File: config.mk
export PLATFORM = sky130hd
export DESIGN_NAME = adc_conversion_control
export DESIGN_NICKNAME = d
export VERILOG_FILES = /design/src/include/adc_pkg.sv /design/src/rtl/conv_clock_gen.sv /design/src/rtl/adc_conversion_control.sv
export VERILOG_INCLUDE_DIRS = /design/src /design/src/include
export SDC_FILE = /design/constraint.sdc
export NUM_CORES = 1
export LEC_CHECK = 0
export BUFFER_PORTS_ARGS = -buffer_cell sky130_fd_sc_hd__buf_2
export CAP_MARGIN = 20
export CORE_MARGIN = 2
export CORE_UTILIZATION = 54
export DETAILED_ROUTE_END_ITERATION = 10
export PLACE_DENSITY = 0.8
export SLEW_MARGIN = 20
export SYNTH_ARGS = -nofsm -noshare
export SYNTH_HDL_FRONTEND = slang
export SYNTH_HIERARCHICAL = 1
export SYNTH_SLANG_ARGS = --single-unit
File: constraint.sdc
create_clock -name clk -period 2.41 [get_ports clk]
set_input_delay 0.482 -clock clk [delete_from_list [all_inputs] [get_ports clk]]
set_output_delay 0.482 -clock clk [all_outputs]
set_load 0.02 [all_outputs]
File: src/include/adc_defines.svh
// register indices, field positions, reset values and timing counts of the converter control
// assumes a 200 MHz system clock and a byte-addressed bus, one register per 32-bit word
`ifndef ADC_DEFINES_SVH
`define ADC_DEFINES_SVH

// ************************************************************
// register indices (byte address is four times the index)
// ************************************************************
`define CONV_CONTROL_IDX  8'h1f
`define CONV_CLOCK_IDX    8'h9f
`define RESULT_HIGH_IDX   8'h1e
`define RESULT_LOW_IDX    8'h20
`define IRQ_STATUS_IDX    8'h21
`define IRQ_ENABLE_IDX    8'h22
`define IRQ_CLEAR_IDX     8'h23

// ************************************************************
// field positions
// ************************************************************
`define POWER_BIT         0
`define GO_BIT            1
`define CHAN_LSB          2
`define CHAN_MSB          5
`define REF_BIT           6
`define JUSTIFY_BIT       7
`define DIVSEL_LSB        4
`define DIVSEL_MSB        6
`define DONE_BIT          6
`define CLOCK_REG_MASK    8'h70

// ************************************************************
// reset values
// ************************************************************
`define CONTROL_RESET     8'h00
`define CLOCK_RESET       8'h00
`define IRQ_RESET         8'h00

// ************************************************************
// timing
// ************************************************************
`define CLK_FREQ_KHZ      200000
`define RC_MAX_FREQ_KHZ   500
`define RC_DIV_CYCLES     ((`CLK_FREQ_KHZ + `RC_MAX_FREQ_KHZ - 1) / `RC_MAX_FREQ_KHZ)
`define RESULT_BITS       10
// cycles a trial must have stood before its compare is read (the two sync flops, no extra settling)
`define TRIAL_AGE_MIN     2'h2

`endif

File: src/include/adc_pkg.sv
// types shared by the converter control and its conversion clock generator
// uses nothing from adc_defines.svh; its state and divider encodings are literal constants
package adc_pkg;

    typedef enum logic [1:0]
    {
        ST_IDLE    = 2'b00,
        ST_SAMPLE  = 2'b01,
        ST_CONVERT = 2'b11,
        ST_FINISH  = 2'b10
    } conv_state_t;

    typedef enum logic [2:0]
    {
        DIV_2    = 3'b000,
        DIV_8    = 3'b001,
        DIV_32   = 3'b010,
        RC_OSC_A = 3'b011,
        DIV_4    = 3'b100,
        DIV_16   = 3'b101,
        DIV_64   = 3'b110,
        RC_OSC_B = 3'b111
    } div_code_t;

endpackage

File: src/rtl/conv_clock_gen.sv
// conversion clock generator: one-cycle tick per conversion clock period
// assumes clk at 200 MHz; the internal oscillator is emulated by a slow divider of clk
`timescale 1ns/1ps
`include "adc_defines.svh"

module conv_clock_gen
#(
    parameter int RC_DIV = `RC_DIV_CYCLES
)
(
    input  wire logic              clk,
    input  wire logic              srst,
    input  wire logic              run,
    input  adc_pkg::div_code_t     divider_select,
    output logic                   tick
);
    import adc_pkg::*;

    logic [8:0] count;
    logic [8:0] next_count;
    logic [8:0] limit;
    logic       next_tick;

    // ************************************************************
    // divide ratio
    // ************************************************************
    always_comb
    begin
        unique case (divider_select)
            DIV_2:    limit = 9'h002;
            DIV_8:    limit = 9'h008;
            DIV_32:   limit = 9'h020;
            DIV_64:   limit = 9'h040;
            DIV_4:    limit = 9'h004;
            DIV_16:   limit = 9'h010;
            RC_OSC_A,
            RC_OSC_B: limit = RC_DIV[8:0];
        endcase
    end

    // ************************************************************
    // prescaler
    // ************************************************************
    // >= rather than == so that a ratio change mid-count cannot overrun
    always_comb
    begin
        next_tick  = 1'b0;
        next_count = count + 9'h001;
        if (!run)
        begin
            next_count = 9'h000;
        end
        else if (count >= limit - 9'h001)
        begin
            next_count = 9'h000;
            next_tick  = 1'b1;
        end
    end

    always_ff @(posedge clk)
    begin
        if (srst)
        begin
            count <= 9'h000;
            tick  <= 1'b0;
        end
        else
        begin
            count <= next_count;
            tick  <= next_tick;
        end
    end

endmodule

File: src/rtl/adc_conversion_control.sv
// converter control: registers, successive-approximation sequencer and interrupt
// assumes an Avalon-MM master on clk and a converter core with a trial dac and comparator
//
// Function
// - channel_select bits 5:2 route input channel 0 to 11 to the converter.
// - writing go bit 1 starts a conversion; reading 1 means busy.
// - go bit clears by itself when the conversion finishes.
// - converter powered only while conv_power_on bit 0 is set.
// - divider codes 000, 001, 010, 110 give clock over 2, 8, 32, 64.
// - clock register bit 7 and bits 3:0 read zero, writes ignored.
// - ref_select bit 6 chooses the converter voltage reference.
// - result_justify bit 7 sets right or left justification of the result pair.
// - completion raises the converter interrupt when enabled.
// - result pair loads in the same cycle that the go bit clears.
// - reset powers down and aborts, leaving the result pair unchanged.
//
// The Avalon-MM slave port is this design's own decision.
`timescale 1ns/1ps
`include "adc_defines.svh"

module adc_conversion_control
#(
    parameter int RC_DIV = `RC_DIV_CYCLES
)
(
    input  wire logic        clk,
    input  wire logic        srst,
    input  wire logic [9:0]  address,
    input  wire logic        read,
    input  wire logic        write,
    input  wire logic [31:0] writedata,
    input  wire logic [3:0]  byteenable,
    output logic [31:0]      readdata,
    output logic             waitrequest,
    output logic             irq,
    output logic             conv_power,
    output logic [3:0]       channel_route,
    output logic             ref_sel,
    output logic             sample_hold,
    output logic [9:0]       trial_code,
    input  wire logic        comp_above
);
    import adc_pkg::*;

    // ************************************************************
    // declarations
    // ************************************************************
    logic [7:0]  control;
    logic [7:0]  next_control;
    logic [7:0]  clock_cfg;
    logic [7:0]  next_clock_cfg;
    logic        go;
    logic        next_go;
    logic [7:0]  result_high;
    logic [7:0]  next_result_high;
    logic [7:0]  result_low;
    logic [7:0]  next_result_low;
    logic        done_flag;
    logic        next_done_flag;
    logic        done_irq_en;
    logic        next_done_irq_en;
    logic        ack;
    logic        next_ack;
    logic [31:0] next_readdata;
    logic [7:0]  index;
    logic        wr_take;
    logic [7:0]  wbyte;
    conv_state_t state;
    conv_state_t next_state;
    logic [9:0]  sar;
    logic [9:0]  next_sar;
    logic [3:0]  bit_idx;
    logic [3:0]  next_bit_idx;
    logic        finish;
    logic        abort;
    logic        tick;
    logic        comp_meta;
    logic        comp_sync;
    logic [1:0]  age;
    logic [1:0]  next_age;

    // ************************************************************
    // comparator synchroniser
    // ************************************************************
    // a compare seen here is two cycles old, so a trial must stand that long before it is judged
    always_ff @(posedge clk)
    begin
        comp_meta <= comp_above;
        comp_sync <= comp_meta;
    end

    // ************************************************************
    // conversion clock
    // ************************************************************
    conv_clock_gen
    #(
        .RC_DIV         (RC_DIV)
    )
    u_clock_gen
    (
        .clk            (clk),
        .srst           (srst),
        .run            (control[`POWER_BIT]),
        .divider_select (div_code_t'(clock_cfg[`DIVSEL_MSB:`DIVSEL_LSB])),
        .tick           (tick)
    );

    // ************************************************************
    // bus slave
    // ************************************************************
    // one wait state: the request cycle latches read data, the next cycle answers
    assign index       = address[9:2];
    assign waitrequest = (read | write) & ~ack;
    assign wr_take     = write & ack & byteenable[0];
    assign wbyte       = writedata[7:0];

    always_comb
    begin
        next_ack      = (read | write) & ~ack;
        next_readdata = readdata;
        if (read & ~ack)
        begin
            unique case (index)
                `CONV_CONTROL_IDX: next_readdata = {24'h000000, control[7:2], go, control[`POWER_BIT]};
                `CONV_CLOCK_IDX:   next_readdata = {24'h000000, clock_cfg & `CLOCK_REG_MASK};
                `RESULT_HIGH_IDX:  next_readdata = {24'h000000, result_high};
                `RESULT_LOW_IDX:   next_readdata = {24'h000000, result_low};
                `IRQ_STATUS_IDX:   next_readdata = {24'h000000, 8'(32'(done_flag) << `DONE_BIT)};
                `IRQ_ENABLE_IDX:   next_readdata = {24'h000000, 8'(32'(done_irq_en) << `DONE_BIT)};
                default:           next_readdata = 32'h00000000;
            endcase
        end
    end

    always_ff @(posedge clk)
    begin
        if (srst)
        begin
            ack      <= 1'b0;
            readdata <= 32'h00000000;
        end
        else
        begin
            ack      <= next_ack;
            readdata <= next_readdata;
        end
    end

    // ************************************************************
    // control registers
    // ************************************************************
    always_comb
    begin
        next_control   = control;
        next_clock_cfg = clock_cfg;
        if (wr_take && index == `CONV_CONTROL_IDX)
        begin
            next_control = wbyte;
        end
        if (wr_take && index == `CONV_CLOCK_IDX)
        begin
            next_clock_cfg = wbyte & `CLOCK_REG_MASK;
        end
    end

    always_ff @(posedge clk)
    begin
        if (srst)
        begin
            control   <= `CONTROL_RESET;
            clock_cfg <= `CLOCK_RESET;
        end
        else
        begin
            control   <= next_control;
            clock_cfg <= next_clock_cfg;
        end
    end

    assign conv_power    = control[`POWER_BIT];
    assign channel_route = control[`CHAN_MSB:`CHAN_LSB];
    assign ref_sel       = control[`REF_BIT];

    // ************************************************************
    // go flag
    // ************************************************************
    // writing zero while busy, or dropping power, aborts without touching the result, except in the ST_FINISH cycle, where the result still loads
    assign finish = (state == ST_FINISH);
    assign abort  = ~control[`POWER_BIT] | (wr_take && index == `CONV_CONTROL_IDX && !wbyte[`GO_BIT]);

    always_comb
    begin
        next_go = go;
        if (finish || abort)
        begin
            next_go = 1'b0;
        end
        else if (wr_take && index == `CONV_CONTROL_IDX && wbyte[`GO_BIT] && wbyte[`POWER_BIT])
        begin
            next_go = 1'b1;
        end
    end

    always_ff @(posedge clk)
    begin
        if (srst)
        begin
            go <= 1'b0;
        end
        else
        begin
            go <= next_go;
        end
    end

    // ************************************************************
    // successive-approximation sequencer
    // ************************************************************
    always_comb
    begin
        next_state   = state;
        next_sar     = sar;
        next_bit_idx = bit_idx;
        next_age     = (age == 2'h3) ? age : age + 2'h1;
        if (abort && state != ST_FINISH)
        begin
            next_state = ST_IDLE;
            next_sar   = 10'h000;
        end
        else
        begin
            unique case (state)
                ST_IDLE:
                begin
                    if (go)
                    begin
                        next_state = ST_SAMPLE;
                    end
                end
                ST_SAMPLE:
                begin
                    if (tick)
                    begin
                        next_state   = ST_CONVERT;
                        next_sar     = 10'h200;
                        next_bit_idx = 4'h9;
                    end
                end
                ST_CONVERT:
                begin
                    // at the fastest ratio a bit takes two ticks: speed traded for a settled compare
                    if (tick && age >= `TRIAL_AGE_MIN)
                    begin
                        next_sar[bit_idx] = comp_sync;
                        if (bit_idx == 4'h0)
                        begin
                            next_state = ST_FINISH;
                        end
                        else
                        begin
                            next_sar[bit_idx - 4'h1] = 1'b1;
                            next_bit_idx             = bit_idx - 4'h1;
                        end
                    end
                end
                ST_FINISH:
                begin
                    next_state = ST_IDLE;
                end
            endcase
        end
        if (next_sar != sar)
        begin
            next_age = 2'h0;
        end
    end

    always_ff @(posedge clk)
    begin
        if (srst)
        begin
            state   <= ST_IDLE;
            sar     <= 10'h000;
            bit_idx <= 4'h0;
            age     <= 2'h0;
        end
        else
        begin
            state   <= next_state;
            sar     <= next_sar;
            bit_idx <= next_bit_idx;
            age     <= next_age;
        end
    end

    assign sample_hold = (state == ST_CONVERT);
    assign trial_code  = sar;

    // ************************************************************
    // result pair
    // ************************************************************
    // no reset on purpose: the last result survives a device reset
    always_comb
    begin
        next_result_high = result_high;
        next_result_low  = result_low;
        if (finish)
        begin
            if (control[`JUSTIFY_BIT])
            begin
                next_result_high = {6'h00, sar[9:8]};
                next_result_low  = sar[7:0];
            end
            else
            begin
                next_result_high = sar[9:2];
                next_result_low  = {sar[1:0], 6'h00};
            end
        end
    end

    always_ff @(posedge clk)
    begin
        result_high <= next_result_high;
        result_low  <= next_result_low;
    end

    // ************************************************************
    // interrupt
    // ************************************************************
    // a completion in the clearing cycle wins, so no event is lost
    always_comb
    begin
        next_done_flag   = done_flag;
        next_done_irq_en = done_irq_en;
        if (wr_take && index == `IRQ_CLEAR_IDX && wbyte[`DONE_BIT])
        begin
            next_done_flag = 1'b0;
        end
        if (finish)
        begin
            next_done_flag = 1'b1;
        end
        if (wr_take && index == `IRQ_ENABLE_IDX)
        begin
            next_done_irq_en = wbyte[`DONE_BIT];
        end
    end

    always_ff @(posedge clk)
    begin
        if (srst)
        begin
            done_flag   <= `IRQ_RESET == 8'h00 ? 1'b0 : 1'b1;
            done_irq_en <= 1'b0;
        end
        else
        begin
            done_flag   <= next_done_flag;
            done_irq_en <= next_done_irq_en;
        end
    end

    assign irq = done_flag & done_irq_en;

endmodule

==> run summary, run 1 <==
Die Y -> 94.1 um
MaxCap Viol Count -> 0
worst vdd ir -> 0.000310 V
Core ar. -> 7810 sq um
crit path kind -> register to register
outcome -> complete, no violations
Pins Over Slew Limit -> 0
Logic pwr share -> 9.2%
synthesized area per cell -> 8.55 sq um
FILL cells -> 646
fin crit period -> 2340 ps
maximum clock path buffer count -> 2
RePlAce Congestion -> 0.947
Placed Instance Area -> 4710 sq um
Lkg Pwr -> 1.96 nW
Worst EP arrival -> 2600 ps
RR Startpoint -> clock_cfg[5]
Main synth FF type -> dfxtp_1
first-pass GRT wire length -> 18300 um
initial core utilization -> 56.2%
Synth Warn # -> 6
CTS tree -> built
Placement Rows -> 32
# IOs -> 102
Critical Path RT -> 2670 ps
Area growth syn-to-layout -> 14.2%
worst slew pin tran -> 603 ps
H-Tree Depth -> 3
Pre-antenna DRT Iters -> 5
Seq pwr share -> 48.9%
Max-slew headroom -> 59.8%
internal power component -> 1.74 mW
Power Dens Cells -> 483 nW/um^2
Critical Path Start -> clock_cfg[5]
vias in the first global route -> 3797
endpoints failing setup -> 0
Synth Instances -> 513
Finished Cell Area -> 5010 sq um
initial antenna violation count -> 0
clock share of power -> 41.9%
Detail Placement HPWL -> 8340 um
register bit count reported by yosys -> 68
setup_tns -> 0 ps
Post-Syn Area -> 4390 sq um
placed insts -> 665
FMAX -> 0.427 GHz
critical path capture point -> u_clock_gen/count[7]
Yosys cell types -> 71
Fin. Hold Viols -> 0
total CTS buffers -> 9
via count -> 4105
GRT Resource Usage Total -> 26.4%
Clock Skew -> 16.5 ps
critical path launch point type -> register
Skew-Pair Late Insertion Delay -> 360 ps
Die Area -> 8860 sq um
switching power -> 674 uW
Reg2Reg Capture Point -> u_clock_gen/count[7]
critical path fanouts, max -> 5
nets@finish -> 646
Critical Path Sink Type -> register
share of cells above drive strength 1 -> 21.7%
crit share post-route -> 97.3%
DR WL/cell -> 16.9 um
Async SR Flop Fraction -> 0%
DRC Markers -> 0
starting DRC count in detailed routing -> 327
number of synthesized flops with an enable pin -> 16
Seq/Total Area, Yosys -> 34.7%
Hold Path Class -> input port to register
CTS root buf -> clkbuf_8
clock-pin transition on the worst setup and hold timing paths -> 80 ps
flop2flop setup slack -> 70 ps
worst-case reg-to-reg path depth -> 8
Vias per Instance -> 6.02
Final ANT Viol Nets -> 0
Die Span X -> 94.1 um
IO buf count -> 48
n_diodes -> 0
Finished Layout Cells -> 682
CTS sink cnt -> 68
largest net degree at the start of global routing -> 21
GRT overflow -> 0
Sw Share -> 27.9%
Final Routed Wirelength -> 11500 um
-- repair_timing --
action                                  CTS  global route
endpoints found under the setup margin    0            12
setup buffers                             0             0
hold endpoints to repair                  0             0
resized for setup                         0            15
hold buffers                              0             0
-- state kept, by name, indices dropped and copies added (netlist names) --
register,count
age,2
comp_sync,1
bit_idx,4
done_irq_en,1
clock_cfg,3
go,1
trial_code,10
control,7
result_high,8
readdata,8
ack,1
done_flag,1
comp_meta,1
u_clock_gen/count,9
result_low,8
u_clock_gen/tick,1
state,2
-- synthesized netlist by cell type (4+ instances only) --
master     number  area share (%)
buf_2           7            0.80
mux2i_1        12             2.7
a21o_1          4            0.68
ha_1           20             5.7
or3_1           4            0.57
nand3_1        11             1.3
clkbuf_1       11            0.94
edfxtp_1       16              11
o211ai_1        5            0.86
nor4_1          9             1.3
o31ai_1         5            0.86
a222oi_1        7             1.6
nand2_1        52             4.4
buf_4          29             5.0
nor3_1         25             2.9
nor2b_1         8             1.1
xnor2_1         8             1.6
nor2_1         50             4.3
inv_1          19             1.6
nand4_1         8             1.1
a21oi_1        32             3.6
nand2b_1        9             1.3
nor3b_1         4            0.68
a2bb2oi_1       6             1.2
a31oi_1         6            0.86
o21ai_0        15             1.7
and2_1          8             1.1
dfxtp_1        52              24
-- cell usage in the layout, fill, tap and decap left out, types with 4 or more instances in the layout --
| cell | instances |
|---|---|
| a21o_1 | 4 |
| a21oi_1 | 32 |
| a222oi_1 | 7 |
| a2bb2oi_1 | 6 |
| a31oi_1 | 6 |
| and2_1 | 8 |
| buf_2 | 48 |
| buf_4 | 33 |
| clkbuf_8 | 9 |
| conb_1 | 25 |
| dfxtp_1 | 52 |
| edfxtp_1 | 16 |
| ha_1 | 18 |
| inv_1 | 19 |
| mux2i_1 | 12 |
| nand2_1 | 52 |
| nand2b_1 | 9 |
| nand3_1 | 11 |
| nand4_1 | 8 |
| nor2_1 | 48 |
| nor2b_1 | 7 |
| nor3_1 | 25 |
| nor4_1 | 9 |
| o211ai_1 | 5 |
| o21ai_0 | 14 |
| o31ai_1 | 5 |
| xnor2_1 | 7 |
-- stage by stage --
stage	utilization [%]	hold slack, ps	setup WS [ps]	power (mW)
2_1_floorplan	-	310	200	1.39
3_3_place_gp	60.3	312	74.4	1.42
3_5_place_dp	60.3	316	42.9	1.42
4_1_cts	62.9	208	15.4	2.42
5_1_grt	64.2	213	-59.1	2.50
6_report	64.2	228	65.6	2.42
-- cell type report --
| class | instances | area (sq um) | share of cell area, % |
|---|---|---|---|
| Multi-Input combinational cell | 396 | 2590 | 51.8 |
| Sequential cell | 68 | 1520 | 30.4 |
| Timing Repair Buffer | 81 | 488 | 9.74 |
| Tap cell | 102 | 128 | 2.55 |
| Clock buffer | 9 | 124 | 2.47 |
| Clock inverter | 7 | 82.6 | 1.65 |
| Inverter | 19 | 71.3 | 1.42 |
-- worst max-delay path, cell delays in order, from the launching register on --
cell      delay, ps
dfxtp_1         320
or3_4           400
ha_4            190
xnor2_2         140
ha_1            210
a211o_1         310
a21oi_2         230
o221ai_4        170
nor3_1          280
-- cells by family (layout without fill, tap and decap cells) --
group,Yosys count,after routing,share of synthesized area (%)
multiplexers,14,14,3.25
AO/OA/AOI/OAI,117,118,20.1
other,2,25,0.171
AND/OR/NAND/NOR,209,209,23.8
XOR/XNOR,10,10,2.00
adder cells (fa/ha/maj),20,20,5.70
flip-flops,68,68,34.7
buffers and inverters,73,116,10.3
-- power groups by stage --
stage | Combinational (mW) | Clock (mW) | Sequential (mW)
final | 0.222 | 1.01 | 1.18
after global routing | 0.240 | 1.07 | 1.18
after detailed placement | 0.212 | 0 | 1.21
after global placement | 0.208 | 0 | 1.21
after floorplan | 0.179 | 0 | 1.21
after CTS | 0.214 | 1.03 | 1.18
-- routing by layer --
metal / up-vias / global-route usage (%) / wire, um
li1: 1940 / - / -
met3: 41 / 4.90 / 883
met1: 1915 / 32.2 / 4800
met5: - / 0 / 0
met2: 209 / 44.6 / 5500
met4: 0 / 12.7 / 367
-- worst min-delay path by stage --
stage               cells after the start  slack [ps]  startpoint         to
floorplan                               0         310   comp_meta  comp_sync
global placement                        0         310   comp_meta  comp_sync
detailed placement                      0         320   comp_meta  comp_sync
CTS                                     1         210  comp_above  comp_meta
global route                            1         210  comp_above  comp_meta
finish                                  1         230  comp_above  comp_meta
Note: power is estimated with default switching activity, not from simulation.
==> run 2, diff against run 1 <==
SETUP_SLACK_MARGIN = 0.3   (was not set)
==> run summary, run 2 (synthesis results as in run 1) <==
Logic pwr share -> 9.9%
internal power component -> 1.75 mW
n_diodes -> 0
most common cell after layout, fill and taps aside -> nand2_1
Final ANT Viol Nets -> 0
Vias per Instance -> 5.95
crit share post-route -> 94.7%
CTS tree -> built
endpoints failing setup -> 0
starting DRC count in detailed routing -> 295
Clock Skew -> 9.89 ps
most frequent cells in the layout -> 51 x nand2_1, 49 x buf_2, 46 x nor2_1
DRC Markers -> 0
Pins Over Slew Limit -> 0
crit path kind -> register to register
switching power -> 658 uW
Seq pwr share -> 49.1%
first-pass GRT wire length -> 18800 um
Placement Rows -> 32
IO buf count -> 48
Skew-Pair Late Insertion Delay -> 350 ps
CTS root buf -> clkbuf_8
Worst EP arrival -> 2560 ps
critical path launch point type -> register
critical path fanouts, max -> 5
Core ar. -> 7810 sq um
via count -> 4079
Crit path buffers/inverters -> 0
MaxCap Viol Count -> 0
Crit path max-delay family -> compound AO/OA/AOI/OAI gates
Critical Path RT -> 2690 ps
setup_tns -> 0 ps
Detail Placement HPWL -> 8090 um
share of cells above drive strength 1 -> 27.7%
# IOs -> 102
Die Area -> 8860 sq um
Largest register FFs -> 10
Power Dens Cells -> 458 nW/um^2
Die Span X -> 94.1 um
RSZ-0062 raised after global routing -> true
Lkg Pwr -> 2.00 nW
slowest stage delay, CP -> 380 ps
fin crit period -> 2280 ps
Hold Path Class -> input port to register
clock share of power -> 41.0%
CTS sink cnt -> 68
vias in the first global route -> 3895
nets@finish -> 650
Die Y -> 94.1 um
Max-slew headroom -> 58.2%
maximum clock path buffer count -> 2
CP max stage cell -> or3_4
clock-pin transition on the worst setup and hold timing paths -> 80 ps
RePlAce Congestion -> 1.00
Hold Slack -> 237 ps
Critical Path, Cell by Cell -> or3_4, ha_4, xnor2_1, ha_2, o21ai_1, a211o_1, o221ai_4, nor2b_1
DR WL/cell -> 17.1 um
outcome -> complete, no violations
total CTS buffers -> 9
flop2flop setup slack -> 130 ps
worst slew pin tran -> 626 ps
Critical Path Sink Type -> register
Area growth syn-to-layout -> 19.9%
Pre-antenna DRT Iters -> 10
H-Tree Depth -> 3
initial core utilization -> 56.2%
GRT overflow -> 0
total power -> 2.41 mW
GRT Resource Usage Total -> 26.9%
largest net degree at the start of global routing -> 25
FILL cells -> 637
Sw Share -> 27.3%
worst vdd ir -> 0.000290 V
Fin. Hold Viols -> 0
Final Routed Wirelength -> 11700 um
FMAX -> 0.438 GHz
initial antenna violation count -> 0
==> run 2: cell types whose count changed in the layout (fill, tap and decap cells not counted), sizes merged <==
cell / delta
buf: +4
clkinv: +2
inv: -2
==> run 2: repair_timing <==
action	CTS	global route
endpoints found under the hold margin	0	0
setup buffers	5	8
pin swaps	15	16
gates resized for setup	27	30
hold buffers	0	0
setup endpoints to repair	12	14
gates cloned	1	1
==> run 2: path summary, 6_finish.rpt <==
path,startpoint,depth (start not counted),endpoint
hold reg to reg,comp_meta,0,comp_sync
setup reg to reg,clock_cfg[6],8,u_clock_gen/tick
setup / recovery,clock_cfg[6],8,u_clock_gen/tick
hold / removal,comp_above,1,comp_meta
==> run 2: layer usage <==
metal  track usage [%]  part of all wire [%]
met5                 0                     0
met4              12.2                   4.1
met3              5.78                   6.8
met2              46.0                    48
met1              32.3                    41
==> run 2: final cells by class <==
class / instances / area (sq um) / share of cell area [%]
Inverter: 19 / 75.1 / 1.43
Timing Repair Buffer: 85 / 536 / 10.2
Clock buffer: 9 / 124 / 2.35
Sequential cell: 68 / 1530 / 29.1
Clock inverter: 7 / 83.8 / 1.59
Multi-Input combinational cell: 396 / 2780 / 52.9
Tap cell: 102 / 128 / 2.43
==> run 2: power by group through the flow <==
stage	clock network (mW)	logic (mW)	registers, mW
2_1_floorplan	0	0.179	1.21
4_1_cts	1.01	0.231	1.18
3_3_place_gp	0	0.195	1.21
3_5_place_dp	0	0.200	1.21
6_report	0.988	0.239	1.18
5_1_grt	1.07	0.255	1.18
==> run 2: metrics by stage <==
stage | cell area [sq um] | setup WS (ps) | utilization, % | cells
final | 5260 | 128 | 67.4 | 686
after global routing | 5260 | 9.09 | 67.4 | 686
after CTS | 5040 | 130 | 64.6 | 677
after detailed placement | 4640 | -57.1 | 59.4 | 655
after global placement | 4640 | 75.6 | 59.4 | 655
after floorplan | 4490 | 237 | - | 536
